[src/verilog/ckgcfg_pkg.sv]
// Purpose: Constants shared by the clock generator control-port design
// Assumes: 16-bit instruction form, 13-bit register addresses
// Notes:   Reset values of the three registers are plain defaults
`default_nettype none

package ckgcfg_pkg;
    // ----------------------------------------
    // Register addresses
    // ----------------------------------------
    localparam logic [12:0] ADDR_CFG = 13'h000;
    localparam logic [12:0] ADDR_RDBK = 13'h004;
    localparam logic [12:0] ADDR_PLL = 13'h010;
    localparam logic [12:0] ADDR_UPD = 13'h232;

    // ----------------------------------------
    // Field positions
    // ----------------------------------------
    localparam int CFG_SEP_OUT_BIT = 7;
    localparam int CFG_LSB_FIRST_BIT = 6;
    localparam int CFG_SOFT_RST_BIT = 5;
    localparam int RDBK_ACTIVE_BIT = 0;
    localparam int UPD_BIT = 0;
    localparam int PLL_SENSE_BIT = 7;
    localparam int PLL_CUR_HI = 6;
    localparam int PLL_CUR_LO = 4;
    localparam int PLL_MODE_HI = 3;
    localparam int PLL_MODE_LO = 2;
    localparam int PLL_PD_HI = 1;
    localparam int PLL_PD_LO = 0;

    // ----------------------------------------
    // Reset values and masks
    // ----------------------------------------
    localparam logic [7:0] CFG_RESET = 8'h18;
    localparam logic [7:0] CFG_SOFT_KEEP = 8'h24;
    localparam logic RDBK_RESET = 1'b0;
    localparam logic [7:0] PLL_RESET = 8'h7f;

    // ----------------------------------------
    // Field codes
    // ----------------------------------------
    localparam logic [1:0] PUMP_HIZ = 2'h0;
    localparam logic [1:0] PUMP_UP = 2'h1;
    localparam logic [1:0] PUMP_DOWN = 2'h2;
    localparam logic [1:0] PD_ASYNC = 2'h1;
    localparam logic [1:0] PD_SYNC = 2'h3;

    // ----------------------------------------
    // Serial framing
    // ----------------------------------------
    localparam logic [3:0] INSTR_LAST_BIT = 4'hf;
    localparam logic [2:0] BYTE_LAST_BIT = 3'h7;

    typedef enum logic [1:0] {ST_INSTR, ST_DATA, ST_DONE} ckgcfg_phase_t;
endpackage

`default_nettype wire

[src/verilog/ckgcfg_sync.sv]
// Purpose: Two-stage synchroniser for pin inputs
// Assumes: Inputs are asynchronous levels
// Notes:   First stage feeds only the second stage
`timescale 1ns/10ps
`default_nettype none

module ckgcfg_sync #(
    parameter int WIDTH = 3,
    parameter logic [WIDTH-1:0] RESET_VAL = '0
) (
    input wire logic i_clock,
    input wire logic i_rst_n,
    input wire logic [WIDTH-1:0] i_async,
    output logic [WIDTH-1:0] o_sync
);
    logic [WIDTH-1:0] meta_q;

    always_ff @(posedge i_clock) begin
        if (!i_rst_n) begin
            meta_q <= RESET_VAL;
            o_sync <= RESET_VAL;
        end else begin
            meta_q <= i_async;
            o_sync <= meta_q;
        end
    end
endmodule // ckgcfg_sync

`default_nettype wire

[src/verilog/ckgcfg_top.sv]
// Purpose: Serial control port and loop control register bank
// Assumes: Serial clock far slower than i_clock (at least 4 cycles per phase)
// Notes:   Serial pins are oversampled; loop outputs follow the active copy
`timescale 1ns/10ps
`default_nettype none

// Functional notes
// - Config bit 7 low: data pin both ways, separate output pin released
// - Config bit 6: low MSB first, address down; high LSB first, address up
// - Config bit 5 high holds registers at defaults (config keeps bits 5 and 2) until written back low
// - Readback bit 0 picks buffered (0) or active (1) loop register on reads
// - Loop bit 7 sets detector sense: 0 positive, 1 negative
// - Pump current code n gives n+1 equal current steps
// - Pump mode: 00 high impedance, 01 source, 10 sink, 11 normal
// - Loop power-down: 01 asynchronous, 11 synchronous, others normal
// - Loop writes stay buffered until update bit copies them; bit self-clears
module ckgcfg_top
    import ckgcfg_pkg::*;
(
    input wire logic i_clock,
    input wire logic i_rst_n,
    input wire logic i_sclk,
    input wire logic i_cs_n,
    input wire logic i_sdio,
    output logic o_sdio_out,
    output logic o_sdio_oe,
    output logic o_sdo_out,
    output logic o_sdo_oe,
    output logic o_detector_sense_neg,
    output logic [2:0] o_pump_current_code,
    output logic [3:0] o_pump_current_steps,
    output logic o_pump_hiz,
    output logic o_pump_force_up,
    output logic o_pump_force_down,
    output logic o_loop_pd_async,
    output logic o_loop_pd_sync
);
    // ----------------------------------------
    // Pin synchronisation
    // ----------------------------------------
    logic [2:0] pins_s;
    logic sclk_s, cs_n_s, sdio_s, sclk_prev_q;

    ckgcfg_sync #(.WIDTH(3), .RESET_VAL(3'h2)) u_sync (
        .i_clock(i_clock),
        .i_rst_n(i_rst_n),
        .i_async({i_sclk, i_cs_n, i_sdio}),
        .o_sync(pins_s)
    );

    assign sclk_s = pins_s[2];
    assign cs_n_s = pins_s[1];
    assign sdio_s = pins_s[0];

    always_ff @(posedge i_clock) begin
        if (!i_rst_n) begin
            sclk_prev_q <= 1'b0;
        end else begin
            sclk_prev_q <= sclk_s;
        end
    end

    // ----------------------------------------
    // Register and serial state
    // ----------------------------------------
    logic [7:0] cfg_q, pll_buf_q, pll_act_q, tx_q, rd_data, rx_byte, loop_src;
    logic rb_q, is_read_q, stream_q;
    logic [15:0] shift_q, shift_d;
    logic [12:0] addr_q, next_addr, rd_addr;
    logic [3:0] bit_cnt_q;
    logic [1:0] bytes_left_q;
    ckgcfg_phase_t phase_q;

    wire sclk_rise = sclk_s & ~sclk_prev_q & ~cs_n_s;
    wire sclk_fall = ~sclk_s & sclk_prev_q & ~cs_n_s;
    wire lsb_first = cfg_q[CFG_LSB_FIRST_BIT];
    wire soft_rst = cfg_q[CFG_SOFT_RST_BIT];
    wire instr_done = sclk_rise && phase_q == ST_INSTR && bit_cnt_q == INSTR_LAST_BIT;
    wire byte_done = sclk_rise && phase_q == ST_DATA && bit_cnt_q[2:0] == BYTE_LAST_BIT;
    wire last_byte = !stream_q && bytes_left_q == 2'h0;
    wire wr_en = byte_done && !is_read_q;
    wire drive = !cs_n_s && phase_q == ST_DATA && is_read_q;
    wire tx_bit = lsb_first ? tx_q[0] : tx_q[7];

    // Both orders land R/W, count and address at the same shift positions
    assign shift_d = lsb_first ? {sdio_s, shift_q[15:1]} : {shift_q[14:0], sdio_s};
    assign rx_byte = lsb_first ? shift_d[15:8] : shift_d[7:0];
    assign next_addr = lsb_first ? addr_q + 13'h1 : addr_q - 13'h1;
    assign rd_addr = instr_done ? shift_d[12:0] : next_addr;

    wire wr_cfg = wr_en && addr_q == ADDR_CFG;
    wire wr_rdbk = wr_en && addr_q == ADDR_RDBK;
    wire wr_pll = wr_en && addr_q == ADDR_PLL;
    wire wr_upd = wr_en && addr_q == ADDR_UPD && rx_byte[UPD_BIT];

    // Update register always reads zero since its only bit self-clears
    assign rd_data = (rd_addr == ADDR_CFG) ? cfg_q :
                     (rd_addr == ADDR_RDBK) ? {7'h00, rb_q} :
                     (rd_addr != ADDR_PLL) ? 8'h00 :
                     rb_q ? pll_act_q : pll_buf_q;

    // ----------------------------------------
    // Serial framing
    // ----------------------------------------
    always_ff @(posedge i_clock) begin
        if (!i_rst_n || cs_n_s) begin
            phase_q <= ST_INSTR;
            bit_cnt_q <= 4'h0;
        end else if (sclk_rise) begin
            bit_cnt_q <= bit_cnt_q + 4'h1;
            if (instr_done) begin
                phase_q <= ST_DATA;
                bit_cnt_q <= 4'h0;
            end else if (byte_done && last_byte) begin
                phase_q <= ST_DONE;
            end
        end
    end

    always_ff @(posedge i_clock) begin
        if (!i_rst_n) begin
            shift_q <= 16'h0000;
            is_read_q <= 1'b0;
            stream_q <= 1'b0;
            bytes_left_q <= 2'h0;
            addr_q <= 13'h0000;
            tx_q <= 8'h00;
        end else if (sclk_rise && phase_q != ST_DONE) begin
            shift_q <= shift_d;
            if (instr_done) begin
                is_read_q <= shift_d[15];
                bytes_left_q <= shift_d[14:13];
                stream_q <= &shift_d[14:13];
                addr_q <= shift_d[12:0];
                tx_q <= rd_data;
            end else if (byte_done) begin
                bytes_left_q <= bytes_left_q - 2'h1;
                addr_q <= next_addr;
                tx_q <= rd_data;
            end
        end else if (sclk_fall && drive) begin
            tx_q <= lsb_first ? {1'b0, tx_q[7:1]} : {tx_q[6:0], 1'b0};
        end
    end

    // ----------------------------------------
    // Pin drivers
    // ----------------------------------------
    always_ff @(posedge i_clock) begin
        if (!i_rst_n) begin
            o_sdio_out <= 1'b0;
            o_sdo_out <= 1'b0;
            o_sdio_oe <= 1'b0;
            o_sdo_oe <= 1'b0;
        end else begin
            o_sdio_oe <= drive && !cfg_q[CFG_SEP_OUT_BIT];
            o_sdo_oe <= drive && cfg_q[CFG_SEP_OUT_BIT];
            if (sclk_fall && drive) begin
                o_sdio_out <= tx_bit;
                o_sdo_out <= tx_bit;
            end
        end
    end

    // ----------------------------------------
    // Register bank
    // ----------------------------------------
    // Config writes beat soft reset so the host can always clear bit 5
    always_ff @(posedge i_clock) begin
        if (!i_rst_n) begin
            cfg_q <= CFG_RESET;
        end else if (wr_cfg) begin
            cfg_q <= rx_byte;
        end else if (soft_rst) begin
            cfg_q <= CFG_RESET | (cfg_q & CFG_SOFT_KEEP);
        end
    end

    always_ff @(posedge i_clock) begin
        if (!i_rst_n || soft_rst) begin
            rb_q <= RDBK_RESET;
            pll_buf_q <= PLL_RESET;
            pll_act_q <= PLL_RESET;
        end else begin
            if (wr_rdbk) begin
                rb_q <= rx_byte[RDBK_ACTIVE_BIT];
            end
            if (wr_pll) begin
                pll_buf_q <= rx_byte;
            end
            if (wr_upd) begin
                pll_act_q <= pll_buf_q;
            end
        end
    end

    // ----------------------------------------
    // Loop control outputs
    // ----------------------------------------
    assign loop_src = i_rst_n ? pll_act_q : PLL_RESET;
    wire [2:0] cur_code = loop_src[PLL_CUR_HI:PLL_CUR_LO];
    wire [1:0] pump_mode = loop_src[PLL_MODE_HI:PLL_MODE_LO];
    wire [1:0] pd_mode = loop_src[PLL_PD_HI:PLL_PD_LO];

    always_ff @(posedge i_clock) begin
        o_detector_sense_neg <= loop_src[PLL_SENSE_BIT];
        o_pump_current_code <= cur_code;
        o_pump_current_steps <= {1'b0, cur_code} + 4'h1;
        o_pump_hiz <= pump_mode == PUMP_HIZ;
        o_pump_force_up <= pump_mode == PUMP_UP;
        o_pump_force_down <= pump_mode == PUMP_DOWN;
        o_loop_pd_async <= pd_mode == PD_ASYNC;
        o_loop_pd_sync <= pd_mode == PD_SYNC;
    end
endmodule // ckgcfg_top

`default_nettype wire

[config.mk]
export PLATFORM = sky130hd
export DESIGN_NAME = ckgcfg_top
export DESIGN_NICKNAME = d
export VERILOG_FILES = /design/src/verilog/ckgcfg_pkg.sv /design/src/verilog/ckgcfg_sync.sv /design/src/verilog/ckgcfg_top.sv
export SDC_FILE = /design/constraint.sdc
export NUM_CORES = 1
export LEC_CHECK = 0
export BUFFER_PORTS_ARGS = -buffer_cell sky130_fd_sc_hd__buf_4
export CAP_MARGIN = 20
export CORE_UTILIZATION = 50
export CTS_BUF_LIST = sky130_fd_sc_hd__clkbuf_16
export DETAILED_ROUTE_END_ITERATION = 7
export GPL_TIMING_DRIVEN = 0
export PLACE_DENSITY = 0.73
export SKIP_CTS_REPAIR_TIMING = 1
export SLEW_MARGIN = 20
export SYNTH_ARGS = -nofsm -noshare
export SYNTH_HDL_FRONTEND = slang
export SYNTH_SLANG_ARGS = --single-unit
[constraint.sdc]
create_clock -name i_clock -period 5.75 [get_ports i_clock]
set_input_delay 0.575 -clock i_clock [delete_from_list [all_inputs] [get_ports i_clock]]
set_output_delay 0.575 -clock i_clock [all_outputs]
set_load 0.03 [all_outputs]
==> results of run 1 <==
-- kinds of logic after synthesis --
logic type,synth area share
buffers and inverters,0.0497
multiplexers,0.0685
flip-flops,0.382
XOR/XNOR,0.0193
AO/OA/AOI/OAI,0.220
adder cells (fa/ha/maj),0.0417
AND/OR/NAND/NOR,0.219
-- synth_stat cells, types with 3 or more instances --
| cell type | count |
|---|---|
| and3_1 | 3 |
| dfxtp_1 | 95 |
| a31oi_1 | 5 |
| clkbuf_1 | 24 |
| nand4_1 | 7 |
| nand2b_1 | 10 |
| mux2_2 | 9 |
| buf_1 | 4 |
| a41oi_1 | 4 |
| nand2_1 | 50 |
| o31ai_1 | 3 |
| nor3_1 | 15 |
| nor2_1 | 62 |
| a31o_2 | 3 |
| inv_1 | 10 |
| xor2_1 | 6 |
| a211oi_1 | 30 |
| nand3_1 | 15 |
| ha_1 | 15 |
| o211ai_1 | 10 |
| buf_2 | 5 |
| o21a_1 | 10 |
| xnor2_1 | 5 |
| a21o_1 | 6 |
| or3_1 | 4 |
| mux2i_1 | 24 |
| nor3b_1 | 7 |
| nor2b_1 | 9 |
| and2_1 | 7 |
| or2_2 | 3 |
| o21ai_0 | 20 |
| a21oi_1 | 46 |
| nor4_1 | 4 |
-- stage by stage --
step / cells / cell area (um2)
after global placement: 729 / 5300
after global routing: 745 / 5590
after CTS: 745 / 5590
after detailed placement: 729 / 5300
final: 745 / 5590
after floorplan: 576 / 4980
-- power groups by stage --
stage | Combinational (uW) | Sequential (uW) | Clock (uW)
final | 27.5 | 664 | 585
after global routing | 29.4 | 664 | 611
after CTS | 27.2 | 664 | 587
after detailed placement | 27.0 | 679 | 0
after global placement | 26.8 | 679 | 0
after floorplan | 17.0 | 678 | 0
-- cell type report --
| class | instances | area, um2 | share of cell area |
|---|---|---|---|
| Buffer | 38 | 206 | 0.0369 |
| Clock buffer | 9 | 225 | 0.0403 |
| Clock inverter | 7 | 61.3 | 0.0110 |
| Inverter | 11 | 41.3 | 0.00739 |
| Multi-Input combinational cell | 432 | 2840 | 0.507 |
| Sequential cell | 95 | 1900 | 0.340 |
| Tap cell | 133 | 166 | 0.0298 |
| Timing Repair Buffer | 20 | 150 | 0.0269 |
-- sequential cells by signal, indices dropped and copies added, names as in the netlist, 2 cells and up --
signal,flops
addr_q,13
bit_cnt_q,4
bytes_left_q,2
cfg_q,8
o_pump_current_code,3
o_pump_current_steps,4
phase_q,2
pll_act_q,8
pll_buf_q,8
shift_q,16
tx_q,8
u_sync.meta_q,3
u_sync.o_sync,3
-- layer usage --
layer  vias up  wire length [um]
met5         -                 0
met4         0               270
met3        27              1140
met2       197              6530
met1      2227              6030
li1       2159                 -
-- how the worst max path moves through the flow --
stage	from	to	slack (ps)
floorplan	cfg_q[6]	tx_q[0]	2580
global placement	cfg_q[6]	tx_q[7]	1840
detailed placement	cfg_q[6]	tx_q[7]	1810
CTS	cfg_q[6]	tx_q[6]	1770
global route	cfg_q[6]	tx_q[7]	1400
finish	cfg_q[6]	tx_q[6]	1710
==> impl_metrics.env, run 1 <==
export IMPL_die_area_mm2=0.0104
export IMPL_syn_avg_cell_area_um2=8.65
export IMPL_synth_area_leaders="dfxtp_1 38%, mux2i_1 4.8%, nor2_1 4.7%, a21oi_1 4.6%, a211oi_1 4.5%"
export IMPL_synth_edf_count=0
export IMPL_switching_share=0.239
export IMPL_clk_insertion_delay_late_ps=350
export IMPL_numCtsBuffers=9
export IMPL_crit_family="compound AO/OA/AOI/OAI gates"
export IMPL_total_power_uw=1280
export IMPL_top_usage_layer="met2"
export IMPL_p_comb_frac=0.022
export IMPL_grt_overflow_total=0
export IMPL_port_buffers=20
export IMPL_die_w_um=102
export IMPL_period_needed_ps=4040
export IMPL_ys_types=70
export IMPL_antenna_found_initial=0
export IMPL_fin_tns_setup_ps=0
export IMPL_syn_area_mm2=0.00498
export IMPL_rr_startpoint="cfg_q[6]"
export IMPL_pwr_share_seq=0.520
export IMPL_rsz0062_at_grt="no"
export IMPL_hold_viol=0
export IMPL_yosysWarnings=0
export IMPL_final_common_cell="dfxtp_1"
export IMPL_ys_ff_latch=95
export IMPL_drc_errors=0
export IMPL_mostFrequentLayoutCells="95 x dfxtp_1, 62 x nor2_1, 50 x nand2_1, 46 x a21oi_1, 30 x a211oi_1"
export IMPL_cp_slowest_cell="o311ai_0"
export IMPL_hold_depth=2
export IMPL_ir_worst_vdd_mv=0.159
export IMPL_final_util=0.574
export IMPL_wire_per_inst_um=18.8
export IMPL_slew_limit_headroom=0.436
export IMPL_reg2reg_slack_ps=1710
export IMPL_setup_viol=0
export IMPL_run_status="finished, final reports clean"
export IMPL_min_from="i_cs_n"
export IMPL_rows=36
export IMPL_final_layout_size_suffix_gt1_frac=0.127
export IMPL_finalNetCount=628
export IMPL_internal_power_uw=971
export IMPL_grt_util_met1=0.382
export IMPL_use_met3=0.0492
export IMPL_drt_initial_drc_count=433
export IMPL_powerDensity_mw_per_mm2=229
export IMPL_tightest_slew_ps=839
export IMPL_numClockSinks=95
export IMPL_skew_ps=11.5
export IMPL_slew_violations=0
export IMPL_synthFlopType="dfxtp_1"
export IMPL_dr_pass1_iters=5
export IMPL_n_antenna_cell=0
export IMPL_fillCellCount=904
export IMPL_place_ws_ps=1810
export IMPL_ios=22
export IMPL_synthCells=576
export IMPL_drtAntennaViolNets=0
export IMPL_leakage_uw=0.00202
export IMPL_clkSlewWorstSetupHoldPaths_ps=70
export IMPL_switchingPower_uw=306
export IMPL_drv_cap=0
export IMPL_cp_data_arrival_time_ps=4330
export IMPL_crit_required_ps=6040
export IMPL_path_depth=11
export IMPL_die_y_um=102
export IMPL_max_stage_delay_ps=570
export IMPL_synthArstFlopShare=0
export IMPL_path_max_fanout=16
export IMPL_cts_htree_levels=3
export IMPL_yosysSeqAreaShare=0.382
export IMPL_fmaxAchievable_mhz=248
export IMPL_synth_top_area_cell="dfxtp_1"
export IMPL_cp_cell_sequence="buf_2 -> inv_1 -> ha_1 -> nor2b_1 -> o2111ai_1 -> nand2_1 -> o311ai_0 -> nand4_1 -> a21oi_1 -> a41o_2 -> a31o_2"
export IMPL_syn_num_nets=597
export IMPL_synth_top_cell_area_share=0.382
export IMPL_critPathBufInv=2
export IMPL_area_growth_pct=12.1
export IMPL_r2r_end="tx_q[6]"
export IMPL_crit_type="register to register"
export IMPL_grt_pass1_vias=4146
export IMPL_root_buffer="clkbuf_16"
export IMPL_grt_use_total=0.279
export IMPL_gp_routability_congestion=0.919
export IMPL_clockBufferDepth=2
export IMPL_cts_tree="done"
export IMPL_critPathCaptureType="register"
export IMPL_hold_path_class="input pin to register"
export IMPL_use_met2=0.448
export IMPL_pwr_share_clk=0.459
export IMPL_setup_worst_path_start_class="register"
export IMPL_vias=4610
export IMPL_reg2regPathDepth=11
export IMPL_vias_per_cell=6.19
export IMPL_grt_start_max_net_pins=19
export IMPL_totalWireLength_um=14000
export IMPL_hold_end="u_sync.meta_q[1]"
export IMPL_final_min_period_over_clock_period=0.702
export IMPL_holdWs_ps=408
export IMPL_initial_core_util=0.512
export IMPL_core_mm2=0.00973
export IMPL_hpwl_um=10300
export IMPL_worst_slack_ps=1710
export IMPL_grt_pass1_wl_um=22000
Power figures use the tool's default switching activity.
==> run 2: changes to the inputs <==
==> constraint.sdc (replaced) <==
create_clock -name i_clock -period 4.2 [get_ports i_clock]
set_input_delay 0.42 -clock i_clock [delete_from_list [all_inputs] [get_ports i_clock]]
set_output_delay 0.42 -clock i_clock [all_outputs]
set_load 0.03 [all_outputs]
==> run 2 against run 1 <==
  * Clock power is 37% higher
  * Routed wire length is 0.27% lower
  * Global-route usage stayed put
  * Core utilization hardly changed
  * Clock skew is 1.9 ps lower
  * Setup slack worse by 1400 ps
  * Total power is 37% higher
  * Via count is 0.98% lower
  * Cell area hardly changed
  * Count of clock-buffer cells in the layout stayed put
  * First-iteration DRC count is 10% lower
  * Sequential share of layout area hardly changed
  * Critical endpoint is now tx_q[0]
==> impl_metrics.env, run 2 (synthesis results as in run 1) <==
export IMPL_run_status="finished, final reports clean"
export IMPL_setup_worst_path_start_class="register"
export IMPL_hpwl_um=10300
export IMPL_crit_path_start="cfg_q[6]"
export IMPL_clk_insertion_delay_late_ps=350
export IMPL_grt_pass1_vias=4146
export IMPL_slew_violations=0
export IMPL_drtAntennaViolNets=0
export IMPL_ir_worst_vdd_mv=0.217
export IMPL_cp_data_arrival_time_ps=4180
export IMPL_clockBufferDepth=2
export IMPL_finalNetCount=628
export IMPL_grt_use_total=0.279
export IMPL_dr_pass1_iters=6
export IMPL_r2r_end="tx_q[0]"
export IMPL_hold_viol=0
export IMPL_critPathCaptureType="register"
export IMPL_powerDensity_mw_per_mm2=313
export IMPL_final_common_cell="dfxtp_1"
export IMPL_cp_cell_sequence="buf_2 -> inv_1 -> ha_1 -> nor2b_1 -> o21a_1 -> or3_1 -> a31oi_1 -> mux2_2 -> a211oi_1 -> nand4_2 -> a221oi_2"
export IMPL_reg_top3="shift_q: 16 flops, addr_q: 13 flops"
export IMPL_initial_core_util=0.512
export IMPL_root_buffer="clkbuf_16"
export IMPL_skew_ps=9.58
export IMPL_critPathBufInv=2
export IMPL_drt_initial_drc_count=388
export IMPL_largest_reg_flops=16
export IMPL_antenna_found_initial=0
export IMPL_hold_end="u_sync.meta_q[1]"
export IMPL_tightest_slew_ps=842
export IMPL_hold_path_class="input pin to register"
export IMPL_numClockSinks=95
export IMPL_min_from="i_cs_n"
export IMPL_crit_family="compound AO/OA/AOI/OAI gates"
export IMPL_drc_errors=0
export IMPL_grt_start_max_net_pins=19
export IMPL_post_route_cell_area_mm2=0.00559
export IMPL_crit_required_ps=4460
export IMPL_mostFrequentLayoutCells="95 x dfxtp_1, 62 x nor2_1, 50 x nand2_1, 45 x a21oi_1, 30 x a211oi_1"
export IMPL_cts_htree_levels=3
export IMPL_crit_type="register to register"
export IMPL_final_min_period_over_clock_period=0.934
export IMPL_gp_routability_congestion=0.919
export IMPL_hold_depth=2
export IMPL_fillCellCount=905
export IMPL_grt_pass1_wl_um=22000
export IMPL_ios=22
export IMPL_drv_cap=0
export IMPL_numCtsBuffers=9
export IMPL_fin_tns_setup_ps=0
export IMPL_leakage_uw=0.00202
export IMPL_wire_per_inst_um=18.7
export IMPL_grt_overflow_total=0
export IMPL_n_antenna_cell=0
export IMPL_setup_viol=0
export IMPL_path_max_fanout=16
export IMPL_totalWireLength_um=13900
export IMPL_cts_tree="done"
export IMPL_reg2regPathDepth=11
export IMPL_rsz0062_at_grt="no"
export IMPL_rr_startpoint="cfg_q[6]"
export IMPL_vias=4565
export IMPL_rows=36
export IMPL_place_area_mm2=0.00530
export IMPL_slew_limit_headroom=0.435
export IMPL_reg2reg_slack_ps=280
export IMPL_port_buffers=20
export IMPL_clkSlewWorstSetupHoldPaths_ps=70
export IMPL_final_layout_size_suffix_gt1_frac=0.129
export IMPL_die_area_mm2=0.0104
export IMPL_die_y_um=102
export IMPL_core_mm2=0.00973
export IMPL_max_stage_delay_ps=620
export IMPL_period_needed_ps=3920
export IMPL_vias_per_cell=6.13
export IMPL_area_growth_pct=12.2
export IMPL_fmaxAchievable_mhz=255
export IMPL_top_register="shift_q"
export IMPL_die_w_um=102
export IMPL_cp_slowest_cell="a31oi_1"
run 2: cell counts in the layout (fill, tap and decap cells not counted):
No cell type changed its count.
run 2: worst register-to-register path: cells and delay by family, from the launching register on:
kind | cells | cell delay (ps)
AOI/OAI and AO/OA | 4 | 1340
adders and majority gates | 1 | 460
buffers and inverters | 2 | 620
DFF | 1 | 370
muxes | 1 | 410
and+or+nand+nor | 3 | 640
run 2: worst max-delay path by stage:
stage | to | slack [ps] | depth (start not counted)
CTS | tx_q[6] | 220 | 11
global placement | tx_q[7] | 290 | 11
global route | tx_q[7] | 50 | 11
floorplan | tx_q[0] | 1030 | 11
finish | tx_q[0] | 280 | 11
detailed placement | tx_q[7] | 260 | 11
run 2: routing by layer:
metal	global-route usage	vias to the layer above	wire length, um	share of wire
met5	0	-	0	0
met4	0.0857	0	295	0.021
met2	0.448	185	6470	0.46
met1	0.382	2198	6160	0.44
met3	0.0492	26	1020	0.073
li1	-	2156	-	-
run 2: report_power, final:
part	switching, uW	internal, uW	leakage [uW]	total [uW]
registers	4.06	905	0.000767	909
logic	27.2	10.6	0.00111	37.7
clock network	388	415	0.000140	802
total	419	1330	0.00202	1750
run 2: cell type report:
class,instances,area [um2],share of cell area
Timing Repair Buffer,20,150,0.0269
Clock inverter,7,61.3,0.0110
Tap cell,133,166,0.0298
Clock buffer,9,225,0.0403
Buffer,38,206,0.0369
Multi-Input combinational cell,432,2840,0.508
Inverter,11,41.3,0.00738
Sequential cell,95,1900,0.340
run 2: through the flow:
step / utilization / setup slack, ps / total power (uW) / hold slack, ps / cells
6_report: 0.575 / 278 / 1750 / 253 / 745
5_1_grt: 0.575 / 54.6 / 1790 / 257 / 745
4_1_cts: 0.574 / 218 / 1750 / 253 / 745
3_5_place_dp: 0.545 / 255 / 967 / 406 / 729
3_3_place_gp: 0.545 / 290 / 966 / 391 / 729
2_1_floorplan: - / 1030 / 952 / 386 / 576
